--- config.mk ---
export PLATFORM = sky130hd
export DESIGN_NAME = aux_bus_bridge_flat
export DESIGN_NICKNAME = d
export VERILOG_FILES = /design/src/rtl/aux_bridge_pkg.sv /design/src/rtl/aux_unit_bus_if.sv /design/src/rtl/aux_bus_bridge.sv /design/src/flat_wrapper.sv
export SDC_FILE = /design/constraint.sdc
export NUM_CORES = 1
export LEC_CHECK = 0
export BUFFER_PORTS_ARGS = -buffer_cell sky130_fd_sc_hd__buf_4
export CORE_AREA = 2 2 160 162
export DETAILED_ROUTE_END_ITERATION = 12
export DIE_AREA = 0 0 162 164
export GPL_TIMING_DRIVEN = 0
export PLACE_DENSITY = 0.76
export RECOVER_POWER = 50
export SETUP_SLACK_MARGIN = 0.5
export SYNTH_ARGS = -nofsm -noshare
export SYNTH_HDL_FRONTEND = slang
export SYNTH_SLANG_ARGS = --single-unit
--- constraint.sdc ---
create_clock -name core_clk -period 6.3 [get_ports core_clk]
set_input_delay 1.26 -clock core_clk [delete_from_list [all_inputs] [get_ports core_clk]]
set_output_delay 1.26 -clock core_clk [all_outputs]
set_load 0.02 [all_outputs]
--- src/rtl/aux_bridge_pkg.sv ---
package aux_bridge_pkg;
	localparam int AUX_ADDR_W = 22;
	localparam int AUX_DATA_W = 24;
	localparam int HOST_ADDR_W = 30;
	localparam int HOST_DATA_W = 32;
	localparam int UPPER_W = 8;
	localparam int MMIO_ADDR_W = 8;
	// Bridge registers, one word each
	localparam logic [7:0] REG_UPPER_ADDR = 8'h00;
	localparam logic [7:0] REG_CONTROL = 8'h04;
	localparam logic [7:0] REG_STATUS = 8'h08;
	localparam logic [7:0] REG_ISO_REPLY = 8'h0C;
	localparam logic [7:0] REG_DIAG_ADDR = 8'h10;
	localparam logic [7:0] REG_DIAG_DATA = 8'h14;
	localparam logic [7:0] REG_DMA_READ = 8'h18;
	localparam int CTL_BUS_SEL = 0;
	localparam int CTL_DIAG_MODE = 1;
	localparam int CTL_DIAG_START = 2;
	localparam int CTL_DIAG_WRITE = 3;
	localparam int CTL_ISO_SEND = 4;
	localparam int STS_BUSY = 0;
	localparam int STS_UPPER_LOADED = 1;
	localparam int STS_ERROR = 2;
	localparam int STS_ISO_VALID = 3;
	localparam int STS_ISOLATED = 4;
	localparam logic [UPPER_W-1:0] UPPER_RESET = 8'h00;
	// Client registers over AXI4-Lite
	localparam logic [7:0] CREG_CONTROL = 8'h00;
	localparam logic [7:0] CREG_STORE_ADDR = 8'h04;
	localparam logic [7:0] CREG_WRITE_DATA = 8'h08;
	localparam logic [7:0] CREG_STATUS = 8'h0C;
	localparam logic [7:0] CREG_READ_DATA = 8'h10;
	localparam logic [7:0] CREG_ISO_ANSWER = 8'h14;
	localparam int CCTL_ACTIVE = 0;
	localparam int CCTL_BUS_SEL = 1;
	localparam int CCTL_START = 2;
	localparam int CCTL_WRITE = 3;
	localparam int CCTL_OP_INTERJECT = 4;
	localparam int CCTL_MAINT_INTERJECT = 5;
	localparam int CS_BUSY = 0;
	localparam int CS_DONE = 1;
	localparam int CS_ISO_SEEN = 2;
	localparam logic [1:0] AXI_OKAY = 2'h0;
	typedef enum {ST_IDLE, ST_ISSUE, ST_REPLY} dma_state_t;
endpackage : aux_bridge_pkg

--- src/rtl/aux_unit_bus_if.sv ---
`timescale 1ns/100ps
interface aux_unit_bus_if;
	logic dma_req;
	logic dma_write;
	logic [aux_bridge_pkg::AUX_ADDR_W-1:0] store_addr;
	logic [aux_bridge_pkg::AUX_DATA_W-1:0] write_data;
	logic [aux_bridge_pkg::AUX_DATA_W-1:0] reply_data;
	logic dma_ack;
	logic op_interject_req;
	logic maint_interject_req;
	logic iso_pulse;
	logic [aux_bridge_pkg::AUX_DATA_W-1:0] iso_reply;
	logic iso_reply_valid;
	modport bridge_end(
		input dma_req, dma_write, store_addr, write_data,
		input op_interject_req, maint_interject_req, iso_reply, iso_reply_valid,
		output reply_data, dma_ack, iso_pulse
	);
	modport client_end(
		output dma_req, dma_write, store_addr, write_data,
		output op_interject_req, maint_interject_req, iso_reply, iso_reply_valid,
		input reply_data, dma_ack, iso_pulse
	);
endinterface : aux_unit_bus_if

--- src/rtl/aux_bus_bridge.sv ---
`timescale 1ns/100ps
module aux_bus_bridge (
	input wire logic core_clk,
	input wire logic rstn,
	aux_unit_bus_if.bridge_end bus0,
	aux_unit_bus_if.bridge_end bus1,
	input wire logic mmio_req,
	input wire logic mmio_write,
	input wire logic mmio_word,
	input wire logic [aux_bridge_pkg::MMIO_ADDR_W-1:0] mmio_addr,
	input wire logic [aux_bridge_pkg::HOST_DATA_W-1:0] mmio_wdata,
	output logic mmio_ack,
	output logic [aux_bridge_pkg::HOST_DATA_W-1:0] mmio_rdata,
	output logic dma_valid,
	output logic dma_write,
	output logic [aux_bridge_pkg::HOST_ADDR_W-1:0] dma_addr,
	output logic [aux_bridge_pkg::HOST_DATA_W-1:0] dma_wdata,
	input wire logic dma_done,
	input wire logic [aux_bridge_pkg::HOST_DATA_W-1:0] dma_rdata,
	input wire logic bus_error,
	input wire logic iso_in,
	output logic interrupt_req,
	output logic maint_interject,
	output logic op_interject
);
	aux_bridge_pkg::dma_state_t state;
	logic [aux_bridge_pkg::UPPER_W-1:0] upper_addr;
	logic bus_sel, diag_mode, diag_write, diag_pend, upper_loaded, err_flag, isolated;
	logic iso_valid, from_diag;
	logic [1:0] iso_pulse_q;
	logic [aux_bridge_pkg::AUX_ADDR_W-1:0] diag_addr;
	logic [aux_bridge_pkg::AUX_DATA_W-1:0] diag_data, iso_reply, dma_read, reply_q;
	logic [1:0] ack_q;

	// Selected bus; the other bus is ignored and gets no ack or pulse, but still sees the shared reply data
	wire sel_req = bus_sel ? bus1.dma_req : bus0.dma_req;
	wire sel_wr = bus_sel ? bus1.dma_write : bus0.dma_write;
	wire [aux_bridge_pkg::AUX_ADDR_W-1:0] sel_addr = bus_sel ? bus1.store_addr : bus0.store_addr;
	wire [aux_bridge_pkg::AUX_DATA_W-1:0] sel_data = bus_sel ? bus1.write_data : bus0.write_data;
	wire sel_op = bus_sel ? bus1.op_interject_req : bus0.op_interject_req;
	wire sel_maint = bus_sel ? bus1.maint_interject_req : bus0.maint_interject_req;
	wire sel_iso_v = bus_sel ? bus1.iso_reply_valid : bus0.iso_reply_valid;
	wire [aux_bridge_pkg::AUX_DATA_W-1:0] sel_iso = bus_sel ? bus1.iso_reply : bus0.iso_reply;

	wire mmio_take = mmio_req && !isolated;
	// Narrow accesses are acknowledged but change nothing and read zero
	wire mmio_wr = mmio_take && mmio_write && mmio_word;
	wire wr_upper = mmio_wr && (mmio_addr == aux_bridge_pkg::REG_UPPER_ADDR);
	wire wr_ctl = mmio_wr && (mmio_addr == aux_bridge_pkg::REG_CONTROL);
	wire wr_diag_a = mmio_wr && (mmio_addr == aux_bridge_pkg::REG_DIAG_ADDR);
	wire wr_diag_d = mmio_wr && (mmio_addr == aux_bridge_pkg::REG_DIAG_DATA);
	wire rd_iso = mmio_take && !mmio_write && mmio_word
		&& (mmio_addr == aux_bridge_pkg::REG_ISO_REPLY);
	wire rd_status = mmio_take && !mmio_write && mmio_word
		&& (mmio_addr == aux_bridge_pkg::REG_STATUS);
	wire [31:0] status_word = {27'h0, isolated, iso_valid, err_flag, upper_loaded,
		state != aux_bridge_pkg::ST_IDLE};
	wire [31:0] rd_word = !mmio_word ? 32'h0 :
		(mmio_addr == aux_bridge_pkg::REG_UPPER_ADDR) ? {24'h0, upper_addr} :
		(mmio_addr == aux_bridge_pkg::REG_CONTROL) ?
			{28'h0, diag_write, 1'b0, diag_mode, bus_sel} :
		(mmio_addr == aux_bridge_pkg::REG_STATUS) ? status_word :
		(mmio_addr == aux_bridge_pkg::REG_ISO_REPLY) ? {8'h00, iso_reply} :
		(mmio_addr == aux_bridge_pkg::REG_DIAG_ADDR) ? {10'h0, diag_addr} :
		(mmio_addr == aux_bridge_pkg::REG_DIAG_DATA) ? {8'h00, diag_data} :
		(mmio_addr == aux_bridge_pkg::REG_DMA_READ) ? {8'h00, dma_read} : 32'h0;

	// Client requests start only outside diagnostic mode; diagnostic starts only in diagnostic mode
	wire client_go = sel_req && !diag_mode;
	wire diag_go = diag_mode && diag_pend;
	// No transfer before the upper address has been written once
	// The request still stands while its ack does; a start there would move a second word
	wire dma_start = (state == aux_bridge_pkg::ST_IDLE) && !isolated && upper_loaded
		&& (client_go || diag_go) && (ack_q == 2'h0);
	wire start_wr = client_go ? sel_wr : diag_write;
	wire [aux_bridge_pkg::AUX_ADDR_W-1:0] start_addr = client_go ? sel_addr : diag_addr;
	wire [aux_bridge_pkg::AUX_DATA_W-1:0] start_data = client_go ? sel_data : diag_data;
	wire iso_go = wr_ctl && mmio_wdata[aux_bridge_pkg::CTL_ISO_SEND];
	// The pulse goes out on the bus chosen by the same control write
	wire next_sel = wr_ctl ? mmio_wdata[aux_bridge_pkg::CTL_BUS_SEL] : bus_sel;

	assign bus0.dma_ack = ack_q[0];
	assign bus1.dma_ack = ack_q[1];
	assign bus0.reply_data = reply_q;
	assign bus1.reply_data = reply_q;
	assign bus0.iso_pulse = iso_pulse_q[0];
	assign bus1.iso_pulse = iso_pulse_q[1];

	always_ff @(posedge core_clk or negedge rstn) begin
		if (!rstn) begin
			upper_addr <= aux_bridge_pkg::UPPER_RESET;
			upper_loaded <= 1'b0;
		end else if (wr_upper) begin
			upper_addr <= mmio_wdata[aux_bridge_pkg::UPPER_W-1:0];
			upper_loaded <= 1'b1;
		end
	end

	always_ff @(posedge core_clk or negedge rstn) begin
		if (!rstn) begin
			bus_sel <= 1'b0;
			diag_mode <= 1'b0;
			diag_write <= 1'b0;
			diag_addr <= '0;
			diag_data <= '0;
		end else begin
			if (wr_ctl) begin
				bus_sel <= mmio_wdata[aux_bridge_pkg::CTL_BUS_SEL];
				diag_mode <= mmio_wdata[aux_bridge_pkg::CTL_DIAG_MODE];
				diag_write <= mmio_wdata[aux_bridge_pkg::CTL_DIAG_WRITE];
			end
			if (wr_diag_a)
				diag_addr <= mmio_wdata[aux_bridge_pkg::AUX_ADDR_W-1:0];
			if (wr_diag_d)
				diag_data <= mmio_wdata[aux_bridge_pkg::AUX_DATA_W-1:0];
		end
	end

	always_ff @(posedge core_clk or negedge rstn) begin
		if (!rstn) begin
			diag_pend <= 1'b0;
			iso_pulse_q <= 2'h0;
			iso_valid <= 1'b0;
			iso_reply <= '0;
			err_flag <= 1'b0;
			isolated <= 1'b0;
		end else begin
			if (wr_ctl && mmio_wdata[aux_bridge_pkg::CTL_DIAG_START])
				diag_pend <= 1'b1;
			else if (dma_start && !client_go)
				diag_pend <= 1'b0;
			iso_pulse_q <= {iso_go && next_sel, iso_go && !next_sel};
			// A reply arriving with the read that clears the flag is kept
			if (sel_iso_v && !isolated) begin
				iso_valid <= 1'b1;
				iso_reply <= sel_iso;
			end else if (rd_iso)
				iso_valid <= 1'b0;
			if (bus_error)
				err_flag <= 1'b1;
			else if (rd_status)
				err_flag <= 1'b0;
			// Isolation holds until reset
			if (iso_in)
				isolated <= 1'b1;
		end
	end

	always_ff @(posedge core_clk or negedge rstn) begin
		if (!rstn) begin
			mmio_ack <= 1'b0;
			mmio_rdata <= '0;
			interrupt_req <= 1'b0;
			maint_interject <= 1'b0;
			op_interject <= 1'b0;
		end else begin
			mmio_ack <= mmio_take;
			mmio_rdata <= mmio_take && !mmio_write ? rd_word : 32'h0;
			interrupt_req <= bus_error;
			maint_interject <= !isolated && (bus_error || sel_maint);
			op_interject <= !isolated && sel_op;
		end
	end

	// Single-word transfers only: no block or client-to-client cycles exist
	always_ff @(posedge core_clk or negedge rstn) begin
		if (!rstn) begin
			state <= aux_bridge_pkg::ST_IDLE;
			dma_valid <= 1'b0;
			dma_write <= 1'b0;
			dma_addr <= '0;
			dma_wdata <= '0;
			from_diag <= 1'b0;
			dma_read <= '0;
			reply_q <= '0;
			ack_q <= 2'h0;
		end else begin
			ack_q <= 2'h0;
			unique case (state)
				aux_bridge_pkg::ST_IDLE: begin
					if (dma_start) begin
						state <= aux_bridge_pkg::ST_ISSUE;
						dma_valid <= 1'b1;
						dma_write <= start_wr;
						dma_addr <= {upper_addr, start_addr};
						dma_wdata <= {8'h00, start_data};
						from_diag <= !client_go;
					end
				end
				aux_bridge_pkg::ST_ISSUE: begin
					if (dma_done) begin
						state <= aux_bridge_pkg::ST_REPLY;
						dma_valid <= 1'b0;
						if (!dma_write) begin
							reply_q <= dma_rdata[aux_bridge_pkg::AUX_DATA_W-1:0];
							dma_read <= dma_rdata[aux_bridge_pkg::AUX_DATA_W-1:0];
						end
					end
				end
				aux_bridge_pkg::ST_REPLY: begin
					// One acknowledge per client request, none for a diagnostic one, then back to idle, where no start comes while the ack is out
					state <= aux_bridge_pkg::ST_IDLE;
					if (!from_diag)
						ack_q <= bus_sel ? 2'h2 : 2'h1;
				end
			endcase
		end
	end
endmodule : aux_bus_bridge

--- src/flat_wrapper.sv ---
// flat-port wrapper written by rule: the top's interface ports become plain ports
module aux_bus_bridge_flat 
  (core_clk, rstn, mmio_req, mmio_write, mmio_word, mmio_addr, mmio_wdata, mmio_ack, mmio_rdata, dma_valid, dma_write, dma_addr, dma_wdata, dma_done, dma_rdata, bus_error, iso_in, interrupt_req, maint_interject, op_interject, bus0_dma_req, bus0_dma_write, bus0_store_addr, bus0_write_data, bus0_op_interject_req, bus0_maint_interject_req, bus0_iso_reply, bus0_iso_reply_valid, bus0_reply_data, bus0_dma_ack, bus0_iso_pulse, bus1_dma_req, bus1_dma_write, bus1_store_addr, bus1_write_data, bus1_op_interject_req, bus1_maint_interject_req, bus1_iso_reply, bus1_iso_reply_valid, bus1_reply_data, bus1_dma_ack, bus1_iso_pulse);
  aux_unit_bus_if bus0_i ();
  aux_unit_bus_if bus1_i ();
  input wire logic core_clk;
  input wire logic rstn;
  input wire logic mmio_req;
  input wire logic mmio_write;
  input wire logic mmio_word;
  input wire logic [aux_bridge_pkg::MMIO_ADDR_W-1:0] mmio_addr;
  input wire logic [aux_bridge_pkg::HOST_DATA_W-1:0] mmio_wdata;
  output logic mmio_ack;
  output logic [aux_bridge_pkg::HOST_DATA_W-1:0] mmio_rdata;
  output logic dma_valid;
  output logic dma_write;
  output logic [aux_bridge_pkg::HOST_ADDR_W-1:0] dma_addr;
  output logic [aux_bridge_pkg::HOST_DATA_W-1:0] dma_wdata;
  input wire logic dma_done;
  input wire logic [aux_bridge_pkg::HOST_DATA_W-1:0] dma_rdata;
  input wire logic bus_error;
  input wire logic iso_in;
  output logic interrupt_req;
  output logic maint_interject;
  output logic op_interject;
  input wire logic [$bits(bus0_i.dma_req)-1:0] bus0_dma_req;
  input wire logic [$bits(bus0_i.dma_write)-1:0] bus0_dma_write;
  input wire logic [$bits(bus0_i.store_addr)-1:0] bus0_store_addr;
  input wire logic [$bits(bus0_i.write_data)-1:0] bus0_write_data;
  input wire logic [$bits(bus0_i.op_interject_req)-1:0] bus0_op_interject_req;
  input wire logic [$bits(bus0_i.maint_interject_req)-1:0] bus0_maint_interject_req;
  input wire logic [$bits(bus0_i.iso_reply)-1:0] bus0_iso_reply;
  input wire logic [$bits(bus0_i.iso_reply_valid)-1:0] bus0_iso_reply_valid;
  output wire logic [$bits(bus0_i.reply_data)-1:0] bus0_reply_data;
  output wire logic [$bits(bus0_i.dma_ack)-1:0] bus0_dma_ack;
  output wire logic [$bits(bus0_i.iso_pulse)-1:0] bus0_iso_pulse;
  input wire logic [$bits(bus1_i.dma_req)-1:0] bus1_dma_req;
  input wire logic [$bits(bus1_i.dma_write)-1:0] bus1_dma_write;
  input wire logic [$bits(bus1_i.store_addr)-1:0] bus1_store_addr;
  input wire logic [$bits(bus1_i.write_data)-1:0] bus1_write_data;
  input wire logic [$bits(bus1_i.op_interject_req)-1:0] bus1_op_interject_req;
  input wire logic [$bits(bus1_i.maint_interject_req)-1:0] bus1_maint_interject_req;
  input wire logic [$bits(bus1_i.iso_reply)-1:0] bus1_iso_reply;
  input wire logic [$bits(bus1_i.iso_reply_valid)-1:0] bus1_iso_reply_valid;
  output wire logic [$bits(bus1_i.reply_data)-1:0] bus1_reply_data;
  output wire logic [$bits(bus1_i.dma_ack)-1:0] bus1_dma_ack;
  output wire logic [$bits(bus1_i.iso_pulse)-1:0] bus1_iso_pulse;
  assign bus0_i.dma_req = bus0_dma_req;
  assign bus0_i.dma_write = bus0_dma_write;
  assign bus0_i.store_addr = bus0_store_addr;
  assign bus0_i.write_data = bus0_write_data;
  assign bus0_i.op_interject_req = bus0_op_interject_req;
  assign bus0_i.maint_interject_req = bus0_maint_interject_req;
  assign bus0_i.iso_reply = bus0_iso_reply;
  assign bus0_i.iso_reply_valid = bus0_iso_reply_valid;
  assign bus0_reply_data = bus0_i.reply_data;
  assign bus0_dma_ack = bus0_i.dma_ack;
  assign bus0_iso_pulse = bus0_i.iso_pulse;
  assign bus1_i.dma_req = bus1_dma_req;
  assign bus1_i.dma_write = bus1_dma_write;
  assign bus1_i.store_addr = bus1_store_addr;
  assign bus1_i.write_data = bus1_write_data;
  assign bus1_i.op_interject_req = bus1_op_interject_req;
  assign bus1_i.maint_interject_req = bus1_maint_interject_req;
  assign bus1_i.iso_reply = bus1_iso_reply;
  assign bus1_i.iso_reply_valid = bus1_iso_reply_valid;
  assign bus1_reply_data = bus1_i.reply_data;
  assign bus1_dma_ack = bus1_i.dma_ack;
  assign bus1_iso_pulse = bus1_i.iso_pulse;
  aux_bus_bridge u_core (.core_clk(core_clk), .rstn(rstn), .bus0(bus0_i), .bus1(bus1_i), .mmio_req(mmio_req), .mmio_write(mmio_write), .mmio_word(mmio_word), .mmio_addr(mmio_addr), .mmio_wdata(mmio_wdata), .mmio_ack(mmio_ack), .mmio_rdata(mmio_rdata), .dma_valid(dma_valid), .dma_write(dma_write), .dma_addr(dma_addr), .dma_wdata(dma_wdata), .dma_done(dma_done), .dma_rdata(dma_rdata), .bus_error(bus_error), .iso_in(iso_in), .interrupt_req(interrupt_req), .maint_interject(maint_interject), .op_interject(op_interject));
endmodule
-- After elaboration in Yosys (flattened, before gate mapping)
Cells that the tools add are included.
- bitwise gates (word level): 1
- $add $sub $neg: 0
- muxes and demuxes: 36
- div/mod/pow operators: 0
- shifts and indexed selects: 0
- multipliers: 0
- order comparisons: 0
- reduce and logical (&&, ||, !) cells: 45
- eq/ne operators: 10
- operators by type and width (kind ; count):
    $mux 32 ; 10
    $mux 24 ; 4
    $pmux 32 s3 ; 1
    $logic_not 32->1 ; 2
    $mux 22 ; 2
    $eq 32x1->1 const B ; 1
    $eq 32x2->1 const B ; 1
    $reduce_bool 32->1 ; 1
    $logic_and 1x1->1 ; 25
    $eq 8x5->1 const B ; 3
    $eq 8x4->1 const B ; 2
    $mux 1 ; 15
    $eq 8x3->1 const B ; 1
    $logic_not 8->1 ; 1
    $reduce_bool 2->1 ; 4
    $mux 2 ; 3
    $reduce_and 3->1 ; 2
    $logic_not 1->1 ; 5
    $reduce_and 2->1 ; 2
    $logic_not 2->1 ; 1
    $logic_or 1x1->1 ; 2
    $ne 2x1->1 const B ; 1
    $ne 2x2->1 const B ; 1
    $pmux 1 s2 ; 1
    $not 1->1 ; 1
- latch bits: 0
- ROM bits: 0
- word-level logic and storage cells: 118
- RAM bits: 0
- output and inout bits: 152
- bits in registers: 239
- memories: 0

-- Longest topological paths before layout
Gate-level depths: netlist (run 1).
- depth in word-level cells: 10
- mapped depth: 9
- depth with buffers taken out: 7

-- Least setup slack after synthesis (run 1)
OpenSTA, ideal clock, no wires.
- path type: input to register
- from: input mmio_addr[1] (netlist name)
- to: register u_core.diag_addr[1] (netlist name)
- cell stages on the path: 6
- path slack: 3.190 ns
- required time: 6.175 ns
- data arrival time: 2.985 ns
- path through: or4_4 -> nor2_2 -> and2_1 -> nor4b_4 -> buf_4 -> mux2_2
- word-level cells in the longest chain between the ends: 2
- ends and longest elaborated chain (element ; line ; text):
    start: declaration ; flat_wrapper.sv:11 ; input wire logic [aux_bridge_pkg::MMIO_ADDR_W-1:0] mmio_addr;
    $eq 8x5->1 ; aux_bus_bridge.sv:50 ; wire wr_diag_a = mmio_wr && (mmio_addr == aux_bridge_pkg::REG_DIAG_ADDR);
    $logic_and 1x1->1 ; aux_bus_bridge.sv:50 ;
    end signal: assignment ; aux_bus_bridge.sv:113 ; diag_addr <= mmio_wdata[aux_bridge_pkg::AUX_ADDR_W-1:0];
    end: declaration ; aux_bus_bridge.sv:31 ; logic [aux_bridge_pkg::AUX_ADDR_W-1:0] diag_addr;
Every way passes these cells.
A chain may end at the register's enable or synchronous reset.

==> impl_metrics.tcl, run 1 <==
set metrics [dict create \
    ctsLongestPathBuffers 3 \
    yosysMostFrequentCell "dfrtp_1" \
    cts_root_buffer "clkbuf_16" \
    yosysTopAreaCell "dfrtp_1" \
    core_mm2 0.0248 \
    whs_endpoint "u_core.ack_q[0]$_DFF_PN0_" \
    cap_viol_max_count 1 \
    hold-worst-slack_ns 0.458 \
    worst_ep_required_time_ns 6.28 \
    regToRegStartpoint "u_core.bus_sel$_DFF_PN0_" \
    regToRegSetupSlack_ns 2.87 \
    antenna_found_initial 0 \
    syn_to_final_growth_pct 37.7 \
    tns_ns 0 \
    drt_wl_total_um 32400 \
    drive_gt1_share_pct 43.6 \
    num_io_pins 382 \
    ys_types 49 \
    rsz0062_at_grt "no" \
    slew_viol_final 117 \
    drt_iter0_markers 409 \
    cts_resized 0 \
    clock-skew-final_ns 0.00885 \
    critPathKind "in -> async" \
    finalWeightedCongestion 0.893 \
    cpPeakStageDelay_ns 2.06 \
    initial_utilization_pct 39.2 \
    worst_skew_pair.late_latency_ns 0.51 \
    dp_hpwl_um 25200 \
    status "finished with violations" \
    yosys_warnings 0 \
    antennaDiodeCount 0 \
    setup_viol 0 \
    std_cell_rows 58 \
    slowest_stage "clkbuf_2" \
    worst_pin_slew_ns 2.88 \
    final_hold_viol_count 0 \
    finalPower_uw 3910 \
    gr-total-overflow 0 \
    reg2regPathDepth 7 \
    placed_area_mm2 0.0129 \
    holdPathStages 1 \
    crit_arrival_ns 3.94 \
    clock_sinks 201 \
    dieArea_mm2 0.0266 \
    vias_per_cell 5.15 \
    ys_async_sr_fraction_pct 100 \
    reg2reg_to "u_core.dma_wdata[17]$_DFFE_PN0P_" \
    synthesis.area_mm2 0.00974 \
    cp_max_fo 116 \
    ys_seq_area_share_pct 51.7 \
    period_share_pct 62.8 \
    ys_ff_latch 201 \
    synthCells 832 \
    cpLargestDelayFamily "buffers and inverters" \
    first_pass_iters 5 \
    drc 0 \
    leakagePower_uw 0.00653 \
    grt_max_degree 117 \
    synthTopCellsByArea "dfrtp_1 (52%), mux2_2 (14%), mux2i_1 (9.6%), a21oi_1 (4.2%), nor2_1 (3.5%)" \
    ctsHoldBuffers 0 \
    io_buffers 348 \
    cts_max_level 1 \
    synth_top_cell_area_share_pct 51.7 \
    violations "capacitance limit, slew limit" \
    routedWlPerCell_um 20.7 \
    antenna_left 0 \
    period_minus_slack_ns 3.95 \
    grt_pass1_wl_um 48000 \
    routed-via-count 8054 \
    cts_tree "yes" \
    grt_pass1_vias 8353 \
    ys.flop_type "dfrtp_1" \
    ys_top_cells_by_count "dfrtp_1 (201), mux2_2 (125), mux2i_1 (93)" \
    clkTransAtPathRegs_ns 0.06 \
    nets 1454 \
    avgSynthCellArea_um2 11.7 \
    p_per_area_mw_per_mm2 292 \
    fin_area_mm2 0.0134 \
    critPathCaptureType "asynchronous set/reset pin" \
    slew_headroom_pct -92.2 \
    path_buf_inv 2 \
    fmax_ghz 0.253 \
    ir_drop_mv 0.285 \
    fp.dieH_um 164 \
    synth_edf_count 0 \
    worstHoldStart "u_core.from_diag$_DFFE_PN0P_" \
    die_x_um 162 \
    gr-usage-all-layers_pct 23.8 \
    post-cts-setup-buffers 0 \
    path_cells "buf_8 -> clkbuf_2" \
    hold_path_class "reg -> reg" \
    start_kind "input port" \
    cts_inserted_buffers 23 \
]
==> layout make-up <==
type,count,area (um2)
Fill cell,2222,11400
Sequential cell,201,5030
Multi-Input combinational cell,546,4210
Timing Repair Buffer,349,2480
Clock buffer,33,663
Buffer,93,524
Tap cell,330,413
Clock inverter,5,53.8
Inverter,7,26.3
==> worst max-delay path by stage <==
stage / slack [ns] / end / start / depth (start not counted)
6_report: 2.35 / u_core.dma_addr[8]$_DFFE_PN0P_ / rstn / 2
5_1_grt: 1.64 / u_core.dma_addr[7]$_DFFE_PN0P_ / rstn / 2
3_5_place_dp: 2.45 / u_core.dma_wdata[17]$_DFFE_PN0P_ / bus1_dma_req / 7
4_1_cts: 3.00 / u_core.dma_wdata[17]$_DFFE_PN0P_ / bus1_dma_req / 7
2_1_floorplan: 3.19 / u_core.diag_addr[1]$_DFFE_PN0P_ / mmio_addr[1] / 6
3_3_place_gp: 2.54 / u_core.dma_wdata[17]$_DFFE_PN0P_ / bus1_dma_req / 7
==> cells by family (layout without fill, tap and decap cells) <==
group	count (synthesis)	count (layout)	share of synthesized area, %
buffers and inverters	100	487	5.67
adder cells (fa/ha/maj)	3	3	0.386
flip-flops	201	201	51.7
multiplexers	233	233	26.3
AO/OA/AOI/OAI	149	149	9.21
other	1	16	0.0385
AND/OR/NAND/NOR	145	145	6.75
==> layer usage <==
layer  share of wire (%)  GRT usage (%)  routed length [um]
met1                  38           27.6               12200
met2                  52           43.5               16800
met3                 7.5           5.56                2440
met4                 2.8           7.72                 907
met5                   0              0                   0
==> cells in the final DEF, fill, tap and decap left out, types with 4 or more instances in the layout <==
| cell type | netlist | layout |
|---|---|---|
| a211oi_1 | 4 | 4 |
| a21oi_1 | 82 | 82 |
| a22o_1 | 4 | 4 |
| a22oi_1 | 16 | 16 |
| buf_1 | 11 | 8 |
| buf_2 | 9 | 8 |
| buf_4 | 42 | 348 |
| clkbuf_1 | 30 | 77 |
| clkbuf_16 | 0 | 23 |
| clkbuf_8 | 0 | 5 |
| conb_1 | 1 | 16 |
| dfrtp_1 | 201 | 201 |
| inv_1 | 6 | 6 |
| mux2_1 | 5 | 5 |
| mux2_2 | 125 | 125 |
| mux2_4 | 8 | 8 |
| mux2i_1 | 93 | 93 |
| nand2_1 | 17 | 17 |
| nand3_1 | 10 | 10 |
| nor2_1 | 92 | 92 |
| nor2b_1 | 8 | 8 |
| o22a_1 | 4 | 4 |
| o22ai_1 | 20 | 20 |
| o2bb2ai_1 | 4 | 4 |
==> power breakdown <==
part           leakage (uW)  internal (uW)  switching, uW
combinational       0.00354            546            521
clock              0.000356            766            519
sequential          0.00264           1420            139
==> state kept, by name, indices dropped and copies added, names as in the netlist, 2 cells and up <==
signal / flops
u_core.ack_q: 2
u_core.diag_addr: 22
u_core.diag_data: 24
u_core.dma_addr: 30
u_core.dma_read: 24
u_core.dma_wdata: 24
u_core.iso_pulse_q: 2
u_core.iso_reply: 24
u_core.mmio_rdata: 24
u_core.state: 2
u_core.upper_addr: 8
==> through the flow <==
stage | util [%] | cells | worst slack [ns]
6_report | 54.0 | 1564 | 2.35
4_1_cts | 54.7 | 1564 | 3.00
2_1_floorplan | - | 847 | 3.19
3_3_place_gp | 51.6 | 1525 | 2.54
3_5_place_dp | 51.8 | 1526 | 2.45
5_1_grt | 54.0 | 1564 | 1.64
Power figures use the tool's default switching activity.
==> inputs of run 2 (changes only) <==
ABC_AREA = 1   (was unset)
CORE_AREA = 2 2 159 161   (was 2 2 160 162)
DIE_AREA = 0 0 161 163   (was 0 0 162 164)
PLACE_DENSITY = 0.78   (was 0.76)
clock period = 3.25 ns   (was 6.3 ns; I/O delays follow)
==> impl_metrics.tcl, run 2 <==
set metrics [dict create \
    multi_input_area_mm2 0.00376 \
    hold-worst-slack_ns 0.290 \
    cts_tree "yes" \
    cts_max_level 1 \
    routed-via-count 9443 \
    period_minus_slack_ns 2.29 \
    vias_per_cell 5.03 \
    ys_top_cells_by_count "nand2_1 (246), dfrtp_1 (201), o21ai_0 (195)" \
    first_pass_iters 5 \
    antenna_found_initial 0 \
    synth_top_cell_area_share_pct 52.3 \
    clkTransAtPathRegs_ns 0.06 \
    ys_seq_area_share_pct 52.3 \
    layout_commonest_cell "buf_4" \
    drc 0 \
    cpPeakStageDelay_ns 0.87 \
    dp_hpwl_um 28000 \
    initial_utilization_pct 39.0 \
    clock-skew-final_ns 0.00609 \
    crit_arrival_ns 2.69 \
    synthCells 1143 \
    die_x_um 161 \
    syn_to_final_growth_pct 37.7 \
    ys_ff_latch 201 \
    slowest_stage "nor3_1" \
    avgSynthCellArea_um2 8.42 \
    routedWlPerCell_um 19.0 \
    yosysTopAreaCell "dfrtp_1" \
    fin_area_mm2 0.0133 \
    core_mm2 0.0247 \
    cts_root_buffer "clkbuf_16" \
    cts_resized 0 \
    cpLargestDelayFamily "simple AND/OR/NAND/NOR gates" \
    start_kind "input port" \
    drive_gt1_share_pct 29.2 \
    fp.dieH_um 163 \
    antennaDiodeCount 0 \
    fillers 2371 \
    worst_skew_pair.late_latency_ns 0.51 \
    io_buffers 349 \
    layout_common_cells "buf_4 (341), nand2_1 (246), dfrtp_1 (201), o21ai_0 (195), nor2_1 (161)" \
    ys_async_sr_fraction_pct 100 \
    status "finished with violations" \
    rsz0062_at_grt "no" \
    antenna_left 0 \
    synth_edf_count 0 \
    largest_reg_flops 30 \
    path_buf_inv 1 \
    finalPower_uw 7590 \
    placed_area_mm2 0.0127 \
    yosys_warnings 0 \
    synthesis.area_mm2 0.00962 \
    grt_pass1_vias 9321 \
    hold_path_class "in -> reg" \
    violations "capacitance limit, slew limit" \
    ys.flop_type "dfrtp_1" \
    slew_headroom_pct -29.4 \
    drt_wl_total_um 35600 \
    synthTopCellsByArea "dfrtp_1 (52%), o21ai_0 (10%), nand2_1 (9.6%), nor2_1 (6.2%), buf_4 (3.7%)" \
    seq_area_mm2 0.00503 \
    std_cell_rows 58 \
    cts_inserted_buffers 22 \
    dieArea_mm2 0.0262 \
    ctsHoldBuffers 0 \
    postLayoutCoreUtil_pct 53.7 \
    period_share_pct 70.5 \
    cap_viol_max_count 1 \
    worst_pin_slew_ns 1.94 \
    top_register "u_core.dma_addr" \
    gr-total-overflow 0 \
    clock_sinks 201 \
    worst_ep_required_time_ns 3.65 \
    ctsLongestPathBuffers 3 \
    critPathKind "in -> reg" \
    critPathMostFrequentCell "nor3_1" \
    critPathCaptureType "flip-flop" \
    leakagePower_uw 0.00659 \
    final_hold_viol_count 0 \
    slew_viol_final 74 \
    tns_ns 0 \
    fmax_ghz 0.437 \
    yosysMostFrequentCell "nand2_1" \
    nets 1765 \
    path_cells "clkbuf_4 -> nor2_1 -> nand3_1 -> nor3_1 -> nand2_1 -> o21ai_0 -> a21oi_1 -> nor3_1" \
    setup_viol 0 \
    p_per_area_mw_per_mm2 573 \
    gr-usage-all-layers_pct 26.5 \
    ir_drop_mv 0.524 \
    finalWeightedCongestion 0.904 \
    drt_iter0_markers 909 \
    num_io_pins 382 \
    cp_max_fo 10 \
    grt_max_degree 129 \
    ys_types 32 \
    post-cts-setup-buffers 0 \
    grt_pass1_wl_um 53500 \
]
[run 2: cell types whose count changed after synthesis, sizes merged, moves of 14 or more]
cell,previous run,this run
a21oi,82,38
a22oi,16,0
a31oi,3,27
inv,6,58
mux2,138,24
mux2i,93,0
nand2,17,252
nand3,10,25
nor2,93,168
o21ai,2,207
o221ai,0,14
o22ai,20,0
[run 2: final cells by class]
type,instances,share of cell area [%]
sequential,201,38.0
clock inverter,6,0.623
multi-input combinational,793,28.4
timing repair buffer,350,18.5
buffer,106,4.83
tap,330,3.12
inverter,58,1.64
clock buffer,32,4.98
[run 2: final timing paths]
path                                                      start  cells past startpoint                                to  slack [ns]
worst max-delay path                               mmio_addr[7]                      8   u_core.mmio_rdata[23]$_DFF_PN0_        0.96
worst min-delay path                                  bus_error                      1    u_core.interrupt_req$_DFF_PN0_        0.29
worst max register to register      u_core.state[0]$_DFFE_PN0P_                      9   u_core.dma_wdata[1]$_DFFE_PN0P_        0.98
worst min register to register  u_core.dma_addr[26]$_DFFE_PN0P_                      2   u_core.dma_addr[26]$_DFFE_PN0P_        0.49
max in group asynchronous                                  rstn                      2  u_core.diag_data[15]$_DFFE_PN0P_        1.17
min in group asynchronous                                  rstn                      1     u_core.op_interject$_DFF_PN0_        0.67
[run 2: layer usage]
| metal | global-route usage, % | share of wire, % | up-vias |
|---|---|---|---|
| met5 | 0 | 0 | - |
| met4 | 6.17 | 1.8 | 0 |
| met3 | 5.12 | 8.1 | 51 |
| met2 | 45.8 | 49 | 417 |
| met1 | 34.7 | 41 | 4482 |
| li1 | - | - | 4493 |
[run 2: logic make-up after synthesis]
family | count (synthesis) | share of synthesized area, %
other | 1 | 0.0390
buffers and inverters | 164 | 8.92
adders and majority gates | 3 | 0.390
DFF | 201 | 52.3
and+or+nand+nor | 458 | 19.3
AOI/OAI and AO/OA | 292 | 16.3
muxes | 24 | 2.81
[run 2: metrics by stage]
step	worst slack [ns]	std cells
after floorplan	1.42	1158
after global placement	0.174	1837
after detailed placement	0.907	1838
after CTS	0.983	1876
after global routing	0.728	1876
final	0.959	1876
[run 2: where the power goes]
part | internal [uW] | switching [uW] | total (uW)
Sequential | 2760 | 321 | 3080
Clock | 1560 | 997 | 2560
Combinational | 983 | 968 | 1950
Total | 5300 | 2290 | 7590
